File: src/verilog/rss_pkg.sv
// shared constants and types for the rotate/subtract/skip datapath
`default_nettype none
package rss_pkg;
  localparam int unsigned  RSS_DATA_W     = 8;
  localparam int unsigned  RSS_ADDR_W     = 5;
  localparam int unsigned  RSS_MEM_DEPTH  = 32;
  localparam int unsigned  RSS_BIT_SEL_W  = 3;
  localparam int unsigned  RSS_MSB        = 7;
  localparam int unsigned  RSS_LSB        = 0;
  localparam int unsigned  RSS_NIB_W      = 4;
  localparam logic [7:0]   RSS_ALL_ONES   = 8'hff;
  localparam logic [7:0]   RSS_ZERO_BYTE  = 8'h00;
  localparam logic [7:0]   RSS_ONE_BYTE   = 8'h01;
  localparam logic [7:0]   RSS_WORK_RST   = 8'h00;
  localparam logic         RSS_CARRY_RST  = 1'b0;
  localparam logic         RSS_FLAG_RST   = 1'b0;
  localparam int unsigned  RSS_SKIP_DUMMY_CYCLES = 1;

  typedef enum logic [3:0] {
    RSS_OP_ROT_LEFT_THRU_TO_WORK  = 4'h0,
    RSS_OP_ROT_RIGHT              = 4'h1,
    RSS_OP_ROT_RIGHT_TO_WORK      = 4'h2,
    RSS_OP_ROT_RIGHT_THRU         = 4'h3,
    RSS_OP_ROT_RIGHT_THRU_TO_WORK = 4'h4,
    RSS_OP_SUB_BORROW             = 4'h5,
    RSS_OP_SUB_BORROW_TO_MEM      = 4'h6,
    RSS_OP_MINUS_TO_WORK          = 4'h7,
    RSS_OP_DEC_SKIP_ZERO          = 4'h8,
    RSS_OP_DEC_SKIP_ZERO_TO_WORK  = 4'h9,
    RSS_OP_INC_SKIP_ZERO          = 4'ha,
    RSS_OP_INC_SKIP_ZERO_TO_WORK  = 4'hb,
    RSS_OP_BIT_SET_SKIP           = 4'hc,
    RSS_OP_SET_BYTE               = 4'hd,
    RSS_OP_SET_BIT                = 4'he,
    RSS_OP_NONE                   = 4'hf
  } rss_op_t;

  typedef enum logic [1:0] {
    RSS_ST_IDLE  = 2'b00,
    RSS_ST_CALC  = 2'b01,
    RSS_ST_DUMMY = 2'b11
  } rss_state_t;
endpackage
`default_nettype wire

File: src/verilog/rss_data_mem.sv
// data memory: one write port, one read port with registered read data
`default_nettype none
module rss_data_mem
  import rss_pkg::*;
(
  input  wire logic                  clk,
  input  wire logic                  wr_en,
  input  wire logic [RSS_ADDR_W-1:0] wr_addr,
  input  wire logic [RSS_DATA_W-1:0] wr_data,
  input  wire logic [RSS_ADDR_W-1:0] rd_addr,
  output var  logic [RSS_DATA_W-1:0] rd_data_q
);
  logic [RSS_DATA_W-1:0] mem_q [RSS_MEM_DEPTH];

  always_ff @(posedge clk) begin
    if (wr_en) begin
      mem_q[wr_addr] <= wr_data;
    end
  end

  always_ff @(posedge clk) begin
    rd_data_q <= mem_q[rd_addr];
  end
endmodule
`default_nettype wire

File: src/verilog/rss_datapath.sv
// rotate, subtract, skip and set datapath with its own data memory
// Functional notes
// - left rotate through carry into work register; old carry to bit 0, bit 7 to carry
// - rotate memory byte right in place, bit 0 into bit 7, no flags
// - right-rotated memory byte goes to work register; memory and flags unchanged
// - rotate memory right through carry in place; bit 0 to carry, carry to bit 7
// - same right rotate through carry, result only to work register, carry updated
// - work minus memory minus inverted carry, stored in work register
// - same borrow-inclusive difference written back to the memory byte
// - after subtraction carry is 0 when result negative, 1 when zero or positive
// - plain subtract into work register, updates overflow, zero, nibble carry, carry
// - decrement memory in place, skip next when result zero, no flags
// - memory minus one into work register, memory kept, skip when zero
// - increment memory in place, skip next when wrapped result zero, no flags
// - memory plus one into work register, memory kept, skip when zero
// - test selected memory bit, skip next when it is one
// - every skip-type operation takes two cycles with an inserted dummy cycle
// - byte set writes all ones to the memory byte, no flags
// - bit set forces only the selected bit to one, no flags
`default_nettype none
module rss_datapath
  import rss_pkg::*;
(
  input  wire logic                     clk,
  input  wire logic                     sys_rst,
  input  wire logic                     op_valid,
  output logic                          op_ready,
  input  wire rss_op_t                  op_code,
  input  wire logic [RSS_ADDR_W-1:0]    op_addr,
  input  wire logic [RSS_BIT_SEL_W-1:0] op_bit,
  output var  logic                     op_done_q,
  output var  logic                     skip_next_q,
  input  wire logic                     mem_load_en,
  input  wire logic [RSS_ADDR_W-1:0]    mem_load_addr,
  input  wire logic [RSS_DATA_W-1:0]    mem_load_data,
  output logic [RSS_DATA_W-1:0]         mem_rd_data,
  input  wire logic                     work_load_en,
  input  wire logic [RSS_DATA_W-1:0]    work_load_data,
  input  wire logic                     carry_load_en,
  input  wire logic                     carry_load_data,
  output var  logic [RSS_DATA_W-1:0]    work_register_q,
  output var  logic                     borrow_out_bit_q,
  output var  logic                     arith_wrap_flag_q,
  output var  logic                     result_null_flag_q,
  output var  logic                     nibble_carry_flag_q
);
  rss_state_t                 state_q;
  rss_op_t                    op_q;
  logic [RSS_ADDR_W-1:0]      addr_q;
  logic [RSS_BIT_SEL_W-1:0]   bit_q;
  logic                       skip_hit_q;
  logic [RSS_DATA_W-1:0]      mem_byte;
  logic [RSS_DATA_W-1:0]      result;
  logic                       to_work;
  logic                       to_mem;
  logic                       is_sub;
  logic                       is_skip;
  logic                       carry_wr;
  logic                       carry_new;
  logic                       skip_hit;
  logic [RSS_DATA_W:0]        diff9;
  logic [RSS_NIB_W:0]         diff5;
  logic                       borrow_in;
  logic [RSS_DATA_W-1:0]      bit_mask;
  logic                       accept;
  logic                       calc;
  logic                       mem_wr_en;
  logic [RSS_ADDR_W-1:0]      mem_wr_addr;
  logic [RSS_DATA_W-1:0]      mem_wr_data;

  assign op_ready    = (state_q == RSS_ST_IDLE);
  assign accept      = op_ready && op_valid && (op_code != RSS_OP_NONE);
  assign calc        = (state_q == RSS_ST_CALC);
  assign mem_byte    = mem_rd_data;
  assign bit_mask    = RSS_ONE_BYTE << bit_q;

  // host preloads only reach the memory while no operation owns it
  assign mem_wr_en   = calc ? to_mem : (op_ready && mem_load_en);
  assign mem_wr_addr = calc ? addr_q : mem_load_addr;
  assign mem_wr_data = calc ? result : mem_load_data;

  rss_data_mem u_mem (
    .clk       (clk),
    .wr_en     (mem_wr_en),
    .wr_addr   (mem_wr_addr),
    .wr_data   (mem_wr_data),
    .rd_addr   (op_ready ? op_addr : addr_q),
    .rd_data_q (mem_rd_data)
  );

  // borrow-aware subtractor shared by the three subtract operations
  assign borrow_in = (op_q == RSS_OP_MINUS_TO_WORK) ? 1'b0 : ~borrow_out_bit_q;
  assign diff9 = {1'b0, work_register_q} - {1'b0, mem_byte} - {{RSS_DATA_W{1'b0}}, borrow_in};
  assign diff5 = {1'b0, work_register_q[RSS_NIB_W-1:0]} - {1'b0, mem_byte[RSS_NIB_W-1:0]}
               - {{RSS_NIB_W{1'b0}}, borrow_in};

  always_comb begin
    result    = mem_byte;
    to_work   = 1'b0;
    to_mem    = 1'b0;
    is_sub    = 1'b0;
    is_skip   = 1'b0;
    carry_wr  = 1'b0;
    carry_new = borrow_out_bit_q;
    skip_hit  = 1'b0;
    case (op_q)
      RSS_OP_ROT_LEFT_THRU_TO_WORK: begin
        result    = {mem_byte[RSS_MSB-1:0], borrow_out_bit_q};
        carry_new = mem_byte[RSS_MSB];
        carry_wr  = 1'b1;
        to_work   = 1'b1;
      end
      RSS_OP_ROT_RIGHT: begin
        result = {mem_byte[RSS_LSB], mem_byte[RSS_MSB:1]};
        to_mem = 1'b1;
      end
      RSS_OP_ROT_RIGHT_TO_WORK: begin
        result  = {mem_byte[RSS_LSB], mem_byte[RSS_MSB:1]};
        to_work = 1'b1;
      end
      RSS_OP_ROT_RIGHT_THRU: begin
        result    = {borrow_out_bit_q, mem_byte[RSS_MSB:1]};
        carry_new = mem_byte[RSS_LSB];
        carry_wr  = 1'b1;
        to_mem    = 1'b1;
      end
      RSS_OP_ROT_RIGHT_THRU_TO_WORK: begin
        result    = {borrow_out_bit_q, mem_byte[RSS_MSB:1]};
        carry_new = mem_byte[RSS_LSB];
        carry_wr  = 1'b1;
        to_work   = 1'b1;
      end
      RSS_OP_SUB_BORROW, RSS_OP_MINUS_TO_WORK: begin
        result  = diff9[RSS_DATA_W-1:0];
        is_sub  = 1'b1;
        to_work = 1'b1;
      end
      RSS_OP_SUB_BORROW_TO_MEM: begin
        result = diff9[RSS_DATA_W-1:0];
        is_sub = 1'b1;
        to_mem = 1'b1;
      end
      RSS_OP_DEC_SKIP_ZERO: begin
        result   = mem_byte - RSS_ONE_BYTE;
        to_mem   = 1'b1;
        is_skip  = 1'b1;
        skip_hit = (result == RSS_ZERO_BYTE);
      end
      RSS_OP_DEC_SKIP_ZERO_TO_WORK: begin
        result   = mem_byte - RSS_ONE_BYTE;
        to_work  = 1'b1;
        is_skip  = 1'b1;
        skip_hit = (result == RSS_ZERO_BYTE);
      end
      RSS_OP_INC_SKIP_ZERO: begin
        result   = mem_byte + RSS_ONE_BYTE;
        to_mem   = 1'b1;
        is_skip  = 1'b1;
        skip_hit = (result == RSS_ZERO_BYTE);
      end
      RSS_OP_INC_SKIP_ZERO_TO_WORK: begin
        result   = mem_byte + RSS_ONE_BYTE;
        to_work  = 1'b1;
        is_skip  = 1'b1;
        skip_hit = (result == RSS_ZERO_BYTE);
      end
      RSS_OP_BIT_SET_SKIP: begin
        is_skip  = 1'b1;
        skip_hit = |(mem_byte & bit_mask);
      end
      RSS_OP_SET_BYTE: begin
        result = RSS_ALL_ONES;
        to_mem = 1'b1;
      end
      RSS_OP_SET_BIT: begin
        result = mem_byte | bit_mask;
        to_mem = 1'b1;
      end
      default: begin
        result = mem_byte;
      end
    endcase
    if (is_sub) begin
      carry_wr  = 1'b1;
      carry_new = ~diff9[RSS_DATA_W];
    end
  end

  // operation sequencing: calc, then one dummy cycle for skip-type operations
  always_ff @(posedge clk or posedge sys_rst) begin
    if (sys_rst) begin
      state_q <= RSS_ST_IDLE;
    end else begin
      case (state_q)
        RSS_ST_IDLE:  state_q <= accept ? RSS_ST_CALC : RSS_ST_IDLE;
        RSS_ST_CALC:  state_q <= is_skip ? RSS_ST_DUMMY : RSS_ST_IDLE;
        RSS_ST_DUMMY: state_q <= RSS_ST_IDLE;
        default:      state_q <= RSS_ST_IDLE;
      endcase
    end
  end

  always_ff @(posedge clk or posedge sys_rst) begin
    if (sys_rst) begin
      op_q   <= RSS_OP_NONE;
      addr_q <= '0;
      bit_q  <= '0;
    end else if (accept) begin
      op_q   <= op_code;
      addr_q <= op_addr;
      bit_q  <= op_bit;
    end
  end

  always_ff @(posedge clk or posedge sys_rst) begin
    if (sys_rst) begin
      skip_hit_q <= 1'b0;
    end else if (calc) begin
      skip_hit_q <= skip_hit;
    end
  end

  always_ff @(posedge clk or posedge sys_rst) begin
    if (sys_rst) begin
      op_done_q   <= 1'b0;
      skip_next_q <= 1'b0;
    end else begin
      op_done_q   <= (calc && !is_skip) || (state_q == RSS_ST_DUMMY);
      skip_next_q <= (state_q == RSS_ST_DUMMY) && skip_hit_q;
    end
  end

  always_ff @(posedge clk or posedge sys_rst) begin
    if (sys_rst) begin
      work_register_q <= RSS_WORK_RST;
    end else if (calc && to_work) begin
      work_register_q <= result;
    end else if (op_ready && work_load_en) begin
      work_register_q <= work_load_data;
    end
  end

  always_ff @(posedge clk or posedge sys_rst) begin
    if (sys_rst) begin
      borrow_out_bit_q <= RSS_CARRY_RST;
    end else if (calc && carry_wr) begin
      borrow_out_bit_q <= carry_new;
    end else if (op_ready && carry_load_en) begin
      borrow_out_bit_q <= carry_load_data;
    end
  end

  // only subtractions touch the remaining status flags
  always_ff @(posedge clk or posedge sys_rst) begin
    if (sys_rst) begin
      arith_wrap_flag_q   <= RSS_FLAG_RST;
      result_null_flag_q  <= RSS_FLAG_RST;
      nibble_carry_flag_q <= RSS_FLAG_RST;
    end else if (calc && is_sub) begin
      result_null_flag_q  <= (diff9[RSS_DATA_W-1:0] == RSS_ZERO_BYTE);
      arith_wrap_flag_q   <= (work_register_q[RSS_MSB] ^ mem_byte[RSS_MSB])
                           & (work_register_q[RSS_MSB] ^ diff9[RSS_MSB]);
      nibble_carry_flag_q <= ~diff5[RSS_NIB_W];
    end
  end
endmodule
`default_nettype wire

File: config.mk
export PLATFORM = sky130hd
export DESIGN_NAME = rss_datapath
export DESIGN_NICKNAME = d
export VERILOG_FILES = /design/src/verilog/rss_pkg.sv /design/src/verilog/rss_data_mem.sv /design/src/verilog/rss_datapath.sv
export SDC_FILE = /design/constraint.sdc
export NUM_CORES = 1
export LEC_CHECK = 0
export ABC_CLOCK_PERIOD_IN_PS = 4260
export CAP_MARGIN = 10
export CORE_MARGIN = 5
export CORE_UTILIZATION = 33
export DETAILED_ROUTE_END_ITERATION = 16
export DONT_BUFFER_PORTS = 1
export REMOVE_ABC_BUFFERS = 1
export SYNTH_ARGS = -nofsm -noshare
export SYNTH_HDL_FRONTEND = slang
export SYNTH_HIERARCHICAL = 1
export SYNTH_SLANG_ARGS = --single-unit
File: constraint.sdc
create_clock -name clk -period 4.26 [get_ports clk]
set_input_delay 0.852 -clock clk [delete_from_list [all_inputs] [get_ports clk]]
set_output_delay 0.852 -clock clk [all_outputs]
set_load 0.005 [all_outputs]
==> flow_summary.ini, run 1 <==
[sta]
slew_violations = 0
fin_crit_sh_pct = 91.6
period_minus_slack_ns = 3.90
finalClockSkew_ns = 0.0108
tightest_slew_ns = 1.21
rsz0062_at_grt = false
fmax_mhz = 256
hold_violations = 0
final-setup-viol-count = 0
slew_headroom_pct = 18.5

[worst_hold_path]
hold_class = input port to register
hold_depth = 2

[finish]
register_area_mm2 = 0.00858
utilization_pct = 38.2
layout-drive-gt1-share_pct = 25.2
fill_cells = 3682
fin_cells = 1430
multiInputGateArea_mm2 = 0.00435
nNetsFinal = 940
layout_commonest_cell = edfxtp_1
final_cell_mix = edfxtp_1 (256), mux4_2 (82), nand2_1 (76)
area_delta_synth_final_pct = 14.5

[floorplanning]
core_area_mm2 = 0.0397
start_util_pct = 33.4
rows = 73
ios = 63
die_width_um = 211
die_area_mm2 = 0.0443
die_h_um = 211

[cts]
post-cts-setup-buffers = 0
tritoncts = built
post_cts_resized = 0
hold_buffers = 0
cts.sinks = 293
cts.path.max_buffers = 3
htreeDepth = 1
clockRootBuffer = clkbuf_16
clock_latency_ns = 0.58
cts_buffers = 31
clk_pin_slew_ns = 0.06

[critical_path]
crit_path_cell_trace = nor2_1 -> a31o_2 -> fa_1 -> inv_1 -> ha_1 -> o21ai_0 -> nand2b_1 -> o21a_1 -> xor2_1 -> a221oi_2 -> o21ai_2
max_stage_delay_ns = 0.98
cp.required_ns = 4.47
cp_slowest_cell = o21ai_2
crit_type = register to register
arrival_ns = 4.11
rr_worst_depth = 11
startpoint_type = register
cp_max_fo = 32
crit_path_end_kind = register

[placed_design]
dp_hpwl_um = 21900
numPortBuffers = 0
place_congestion = 0.888
place_inst = 1371

[synth]
synthAdderAreaFrac_pct = 1.90
ys_seq_area_share_pct = 64.6
synthArstFlopShare_pct = 9.90
synth.avg_cell_area_um2 = 15.9
synth_area_leaders = edfxtp_1 (58%), mux4_2 (14%), dfrtp_1 (4.7%)
synth_compound_area_share_pct = 6.58
syn_area_mm2 = 0.0133
synthMuxAreaShare_pct = 15.9
synth_top_family_by_area = multiplexers
synth_largest_area_cell = edfxtp_1
synth_edf_count = 256
yosys.area.top_type_share_pct = 57.9
synth_cell_types = 70
syn_inst = 835
synth-seq-cells = 293
synth_flop_cell = edfxtp_1
synth_xor_area_share_pct = 1.39
yosys_warnings = 6
synth-simple-area-share_pct = 6.78

[global_routing]
overflow = 0
grt_pass1_wl_um = 50400
antenna_found_initial = 1
grt.total_usage_pct = 15.0
grt_max_degree = 35
grt_pass1_vias = 7680

[run]
max_cap_violations = 0

[outcome]
status = completed

[power]
worst_ir_drop_vdd_v = 0.000353
leakage_nw = 5.11
power_density_mw_per_mm2 = 855

[route]
num_vias = 7809
first_pass_iters = 5
wl_per_cell_um = 23.9
drc = 0
totalWireLength_um = 34200
vias_per_cell = 5.46
first_iter_violations = 670
antenna_left = 0
## Yosys cell counts (9+ instances only)
cell type,count
a211oi_1,10
a21oi_1,27
a31oi_1,10
buf_2,17
clkbuf_1,17
dfrtp_1,25
edfxtp_1,256
ha_1,17
inv_1,26
mux2_2,14
mux2i_1,10
mux4_2,82
nand2_1,76
nor2_1,50
o21ai_0,24
o21ai_1,9
xnor2_1,13
## flip-flops by register name (all words and copies together) (netlist names)
signal               count
addr_q                   5
skip_hit_q               1
op_done_q                1
nibble_carry_flag_q      1
u_mem/rd_data_q          8
skip_next_q              1
result_null_flag_q       1
state_q                  2
borrow_out_bit_q         1
arith_wrap_flag_q        1
u_mem/mem_q            256
op_q                     4
bit_q                    3
work_register_q          8
## power breakdown
group	leakage [nW]	total [W]	internal, W	switching [W]
logic	1.90	0.00600	0.00239	0.00361
clock network	0.477	0.00262	0.00152	0.00110
registers	2.73	0.00437	0.00412	0.000249
total	5.11	0.0130	0.00802	0.00496
## cell type report
cell class / count / area share, %
Clock inverter: 13 / 0.914
Antenna cell: 1 / 0.0165
Sequential cell: 293 / 56.5
Timing Repair Buffer: 65 / 3.39
Clock buffer: 43 / 5.60
Tap cell: 525 / 4.32
Multi-Input combinational cell: 463 / 28.6
Inverter: 27 / 0.667
## path summary, 6_finish.rpt
kind | from | end | slack (ns)
worst max register to register | op_q[3] | u_mem/mem_q[13][5] | 0.36
min in group asynchronous | sys_rst | state_q[0] | 0.42
max in group asynchronous | sys_rst | borrow_out_bit_q | 3.13
worst max-delay path | op_q[3] | u_mem/mem_q[13][5] | 0.36
worst min register to register | addr_q[1] | addr_q[1] | 0.50
worst min-delay path | op_addr[1] | addr_q[1] | 0.38
## kinds of logic after synthesis
logic type,Yosys count
flip-flops,293
AND/OR/NAND/NOR,187
AO/OA/AOI/OAI,130
multiplexers,106
buffers and inverters,79
XOR/XNOR,21
adder cells (fa/ha/maj),19
## worst max-delay path: cells and delay by family (launching register included)
family,cells,cell delay [ns]
flip-flops,1,0.53
adder cells (fa/ha/maj),2,0.71
AO/OA/AOI/OAI,5,1.80
XOR/XNOR,1,0.23
AND/OR/NAND/NOR,2,0.19
buffers and inverters,1,0.06
## per-stage QoR
stage	setup TNS [ns]	power (W)	hold slack, ns	cell area (um^2)	worst slack [ns]
floorplan	-0.135	0.00838	0.456	13000	-0.00423
finish	0	0.0130	0.382	15200	0.358
global placement	0	0.0103	0.480	14200	0.382
CTS	0	0.0130	0.362	15200	0.279
global route	0	0.0137	0.386	15200	0.229
detailed placement	0	0.0104	0.488	14200	0.286
## per-layer routing
metal	wire length [um]	global-route usage [%]	vias to the layer above
li1	-	-	3379
met1	14500	21.2	4070
met2	16400	24.0	301
met3	2340	2.83	59
met4	967	4.11	0
met5	0	0	-
No activity file was read; power rests on OpenSTA's default activity.
==> run 2: changes to the inputs <==
--- a/config.mk
+++ b/config.mk
@@ -5,12 +5,13 @@
 export SDC_FILE = /design/constraint.sdc
 export NUM_CORES = 1
 export LEC_CHECK = 0
-export ABC_CLOCK_PERIOD_IN_PS = 4260
+export ABC_CLOCK_PERIOD_IN_PS = 3610
 export CAP_MARGIN = 10
 export CORE_MARGIN = 5
 export CORE_UTILIZATION = 33
 export DETAILED_ROUTE_END_ITERATION = 16
 export DONT_BUFFER_PORTS = 1
+export PLACE_DENSITY = 0.57
 export REMOVE_ABC_BUFFERS = 1
 export SYNTH_ARGS = -nofsm -noshare
 export SYNTH_HDL_FRONTEND = slang
==> constraint.sdc (replaced) <==
create_clock -name clk -period 3.61 [get_ports clk]
set_input_delay 0.722 -clock clk [delete_from_list [all_inputs] [get_ports clk]]
set_output_delay 0.722 -clock clk [all_outputs]
set_load 0.005 [all_outputs]
==> run 2 against run 1 <==
  * Flip-flop and latch count unchanged
  * First-iteration DRC count up 18%
  * Register-to-register slack worse by 0.22 ns
==> flow_summary.ini, run 2 (synthesis results as in run 1) <==
[floorplanning]
core_area_mm2 = 0.0397
die_area_mm2 = 0.0443
rows = 73
die_h_um = 211
ios = 63
start_util_pct = 33.4
die_width_um = 211

[sta]
final.setup.tns_ns = 0
fmax_mhz = 288
final-setup-viol-count = 0
rsz0062_at_grt = true
slew_headroom_pct = 25.4
slew_violations = 0
period_minus_slack_ns = 3.47
setup_slack_ns = 0.138
fin_crit_sh_pct = 96.2
tightest_slew_ns = 1.10
finalClockSkew_ns = 0.0181
hold_violations = 0

[cts]
clk_pin_slew_ns = 0.06
tritoncts = built
cts_buffers = 31
clock_latency_ns = 0.56
cts.path.max_buffers = 3
clockRootBuffer = clkbuf_16
cts.sinks = 293
post-cts-setup-buffers = 0
htreeDepth = 1

[route]
num_vias = 7769
first_pass_iters = 5
wl_per_cell_um = 24.2
top_layer_used = met4
totalWireLength_um = 35200
met2_length_um = 17400
wl_met1_um = 14700
antenna_left = 0
first_iter_violations = 793
wl_met3_um = 2540
vias_per_cell = 5.35
drc = 0

[placed_design]
place_congestion = 0.911
dp_hpwl_um = 22600
dpl_worst_slack_ns = -0.342
numPortBuffers = 0

[critical_path]
reg2reg_from = op_q[3]
crit_path_end_kind = register
cp.required_ns = 3.82
r2r-end = u_mem/mem_q[2][6]
arrival_ns = 3.68
regToRegSetupSlack_ns = 0.14
startpoint_type = register
rr_worst_depth = 10
crit_type = register to register
cp_max_fo = 16

[global_routing]
grt_pass1_vias = 7651
antenna_found_initial = 0
grt.total_usage_pct = 15.2
grt_max_degree = 33
overflow = 0
grt_pass1_wl_um = 51100

[finish]
area_delta_synth_final_pct = 16.0
final_cell_mix = edfxtp_1 (256), mux4_2 (82), nand2_1 (76), buf_4 (76), nor2_1 (50)
layout_commonest_cell = edfxtp_1
largest_registers = u_mem/mem_q x256, u_mem/rd_data_q x8, work_register_q x8
largest_register = u_mem/mem_q
fill_cells = 3655
layout-drive-gt1-share_pct = 27.0
register_area_mm2 = 0.00858
largest_reg_flops = 256
multiInputGateArea_mm2 = 0.00447
nNetsFinal = 959

[worst_hold_path]
hold_class = input port to register
hold_depth = 2
hp-start = op_addr[0]
min_to = addr_q[0]

[power]
worst_ir_drop_vdd_v = 0.000488
leakage_nw = 5.19
p_sw_share_pct = 39.2
power_frac_seq_pct = 32.3
internal-power_w = 0.00969
pwr-share-comb_pct = 49.3
p_sw_w = 0.00625
power_density_mw_per_mm2 = 1040
pwr-share-clk_pct = 18.5

[run]
max_cap_violations = 0

[outcome]
status = completed
## run 2: cell count changes in the layout (fill, tap and decap cells not counted), sizes merged
cell	before	now
inv	28	29
o21ai	33	37
bufinv	2	0
clkinvlp	2	1
buf	65	80
clkbuf	43	47
diode	1	2
## run 2: layer usage
layer  vias up  track usage (%)
met5         -                0
li1       3434                -
met4         0             3.24
met1      4008             21.1
met3        41             2.74
met2       286             25.3
## run 2: worst max-delay path by stage
stage                        from                  to  slack, ns  cells past startpoint
after floorplan           op_q[3]   u_mem/mem_q[0][2]      -0.65                     10
after global placement    op_q[3]  u_mem/mem_q[30][4]      -0.17                     10
after global routing      op_q[3]  u_mem/mem_q[22][2]     0.0005                     11
final                     op_q[3]   u_mem/mem_q[2][6]       0.14                     10
after CTS                 op_q[3]  u_mem/mem_q[31][4]       0.01                     10
after detailed placement  op_q[3]  u_mem/mem_q[31][4]      -0.34                     10
## run 2: what timing repair did
action | 4_1_cts | 5_1_grt
hold buffers | 0 | 0
endpoints found under the setup margin | 160 | 160
pin swaps | 0 | 4
gates cloned | 0 | 4
gates resized for setup | 5 | 8
## run 2: area by class of cell
type                    instances  area share [%]
flip-flops and latches        293            55.7
multi-input cells             467            29.0
clock buffers                  47            5.63
well taps                     525            4.27
repair buffers                 80            4.17
inverters                      27           0.659
clock inverters                11           0.472
diodes                          2          0.0325
## run 2: power groups by stage
stage,Sequential (W),Clock [W],Combinational (W)
6_report,0.00514,0.00295,0.00786
2_1_floorplan,0.00537,0,0.00451
3_5_place_dp,0.00523,0,0.00744
5_1_grt,0.00519,0.00315,0.00848
3_3_place_gp,0.00521,0,0.00742
4_1_cts,0.00515,0.00301,0.00755
## run 2: stage by stage
step                total power [W]  hold WS [ns]  instance area [um^2]  utilization, %  instances
finish                       0.0159         0.275                 15400            38.7       1452
global placement             0.0126         0.481                 14300            36.0       1388
CTS                          0.0157         0.253                 15300            38.5       1446
detailed placement           0.0127         0.489                 14300            36.0       1388
global route                 0.0168         0.260                 15400            38.7       1450
floorplan                   0.00989         0.456                 13000               -        783
## run 2: critical path, stage by stage (launching register included)
cell,delay [ns]
dfstp_2,0.53
nor2_1,0.06
a31o_2,0.26
fa_1,0.40
fa_1,0.40
nand2b_1,0.20
a211oi_2,0.26
or2_1,0.14
xnor2_1,0.11
a211oi_4,0.47
o21ai_2,0.28
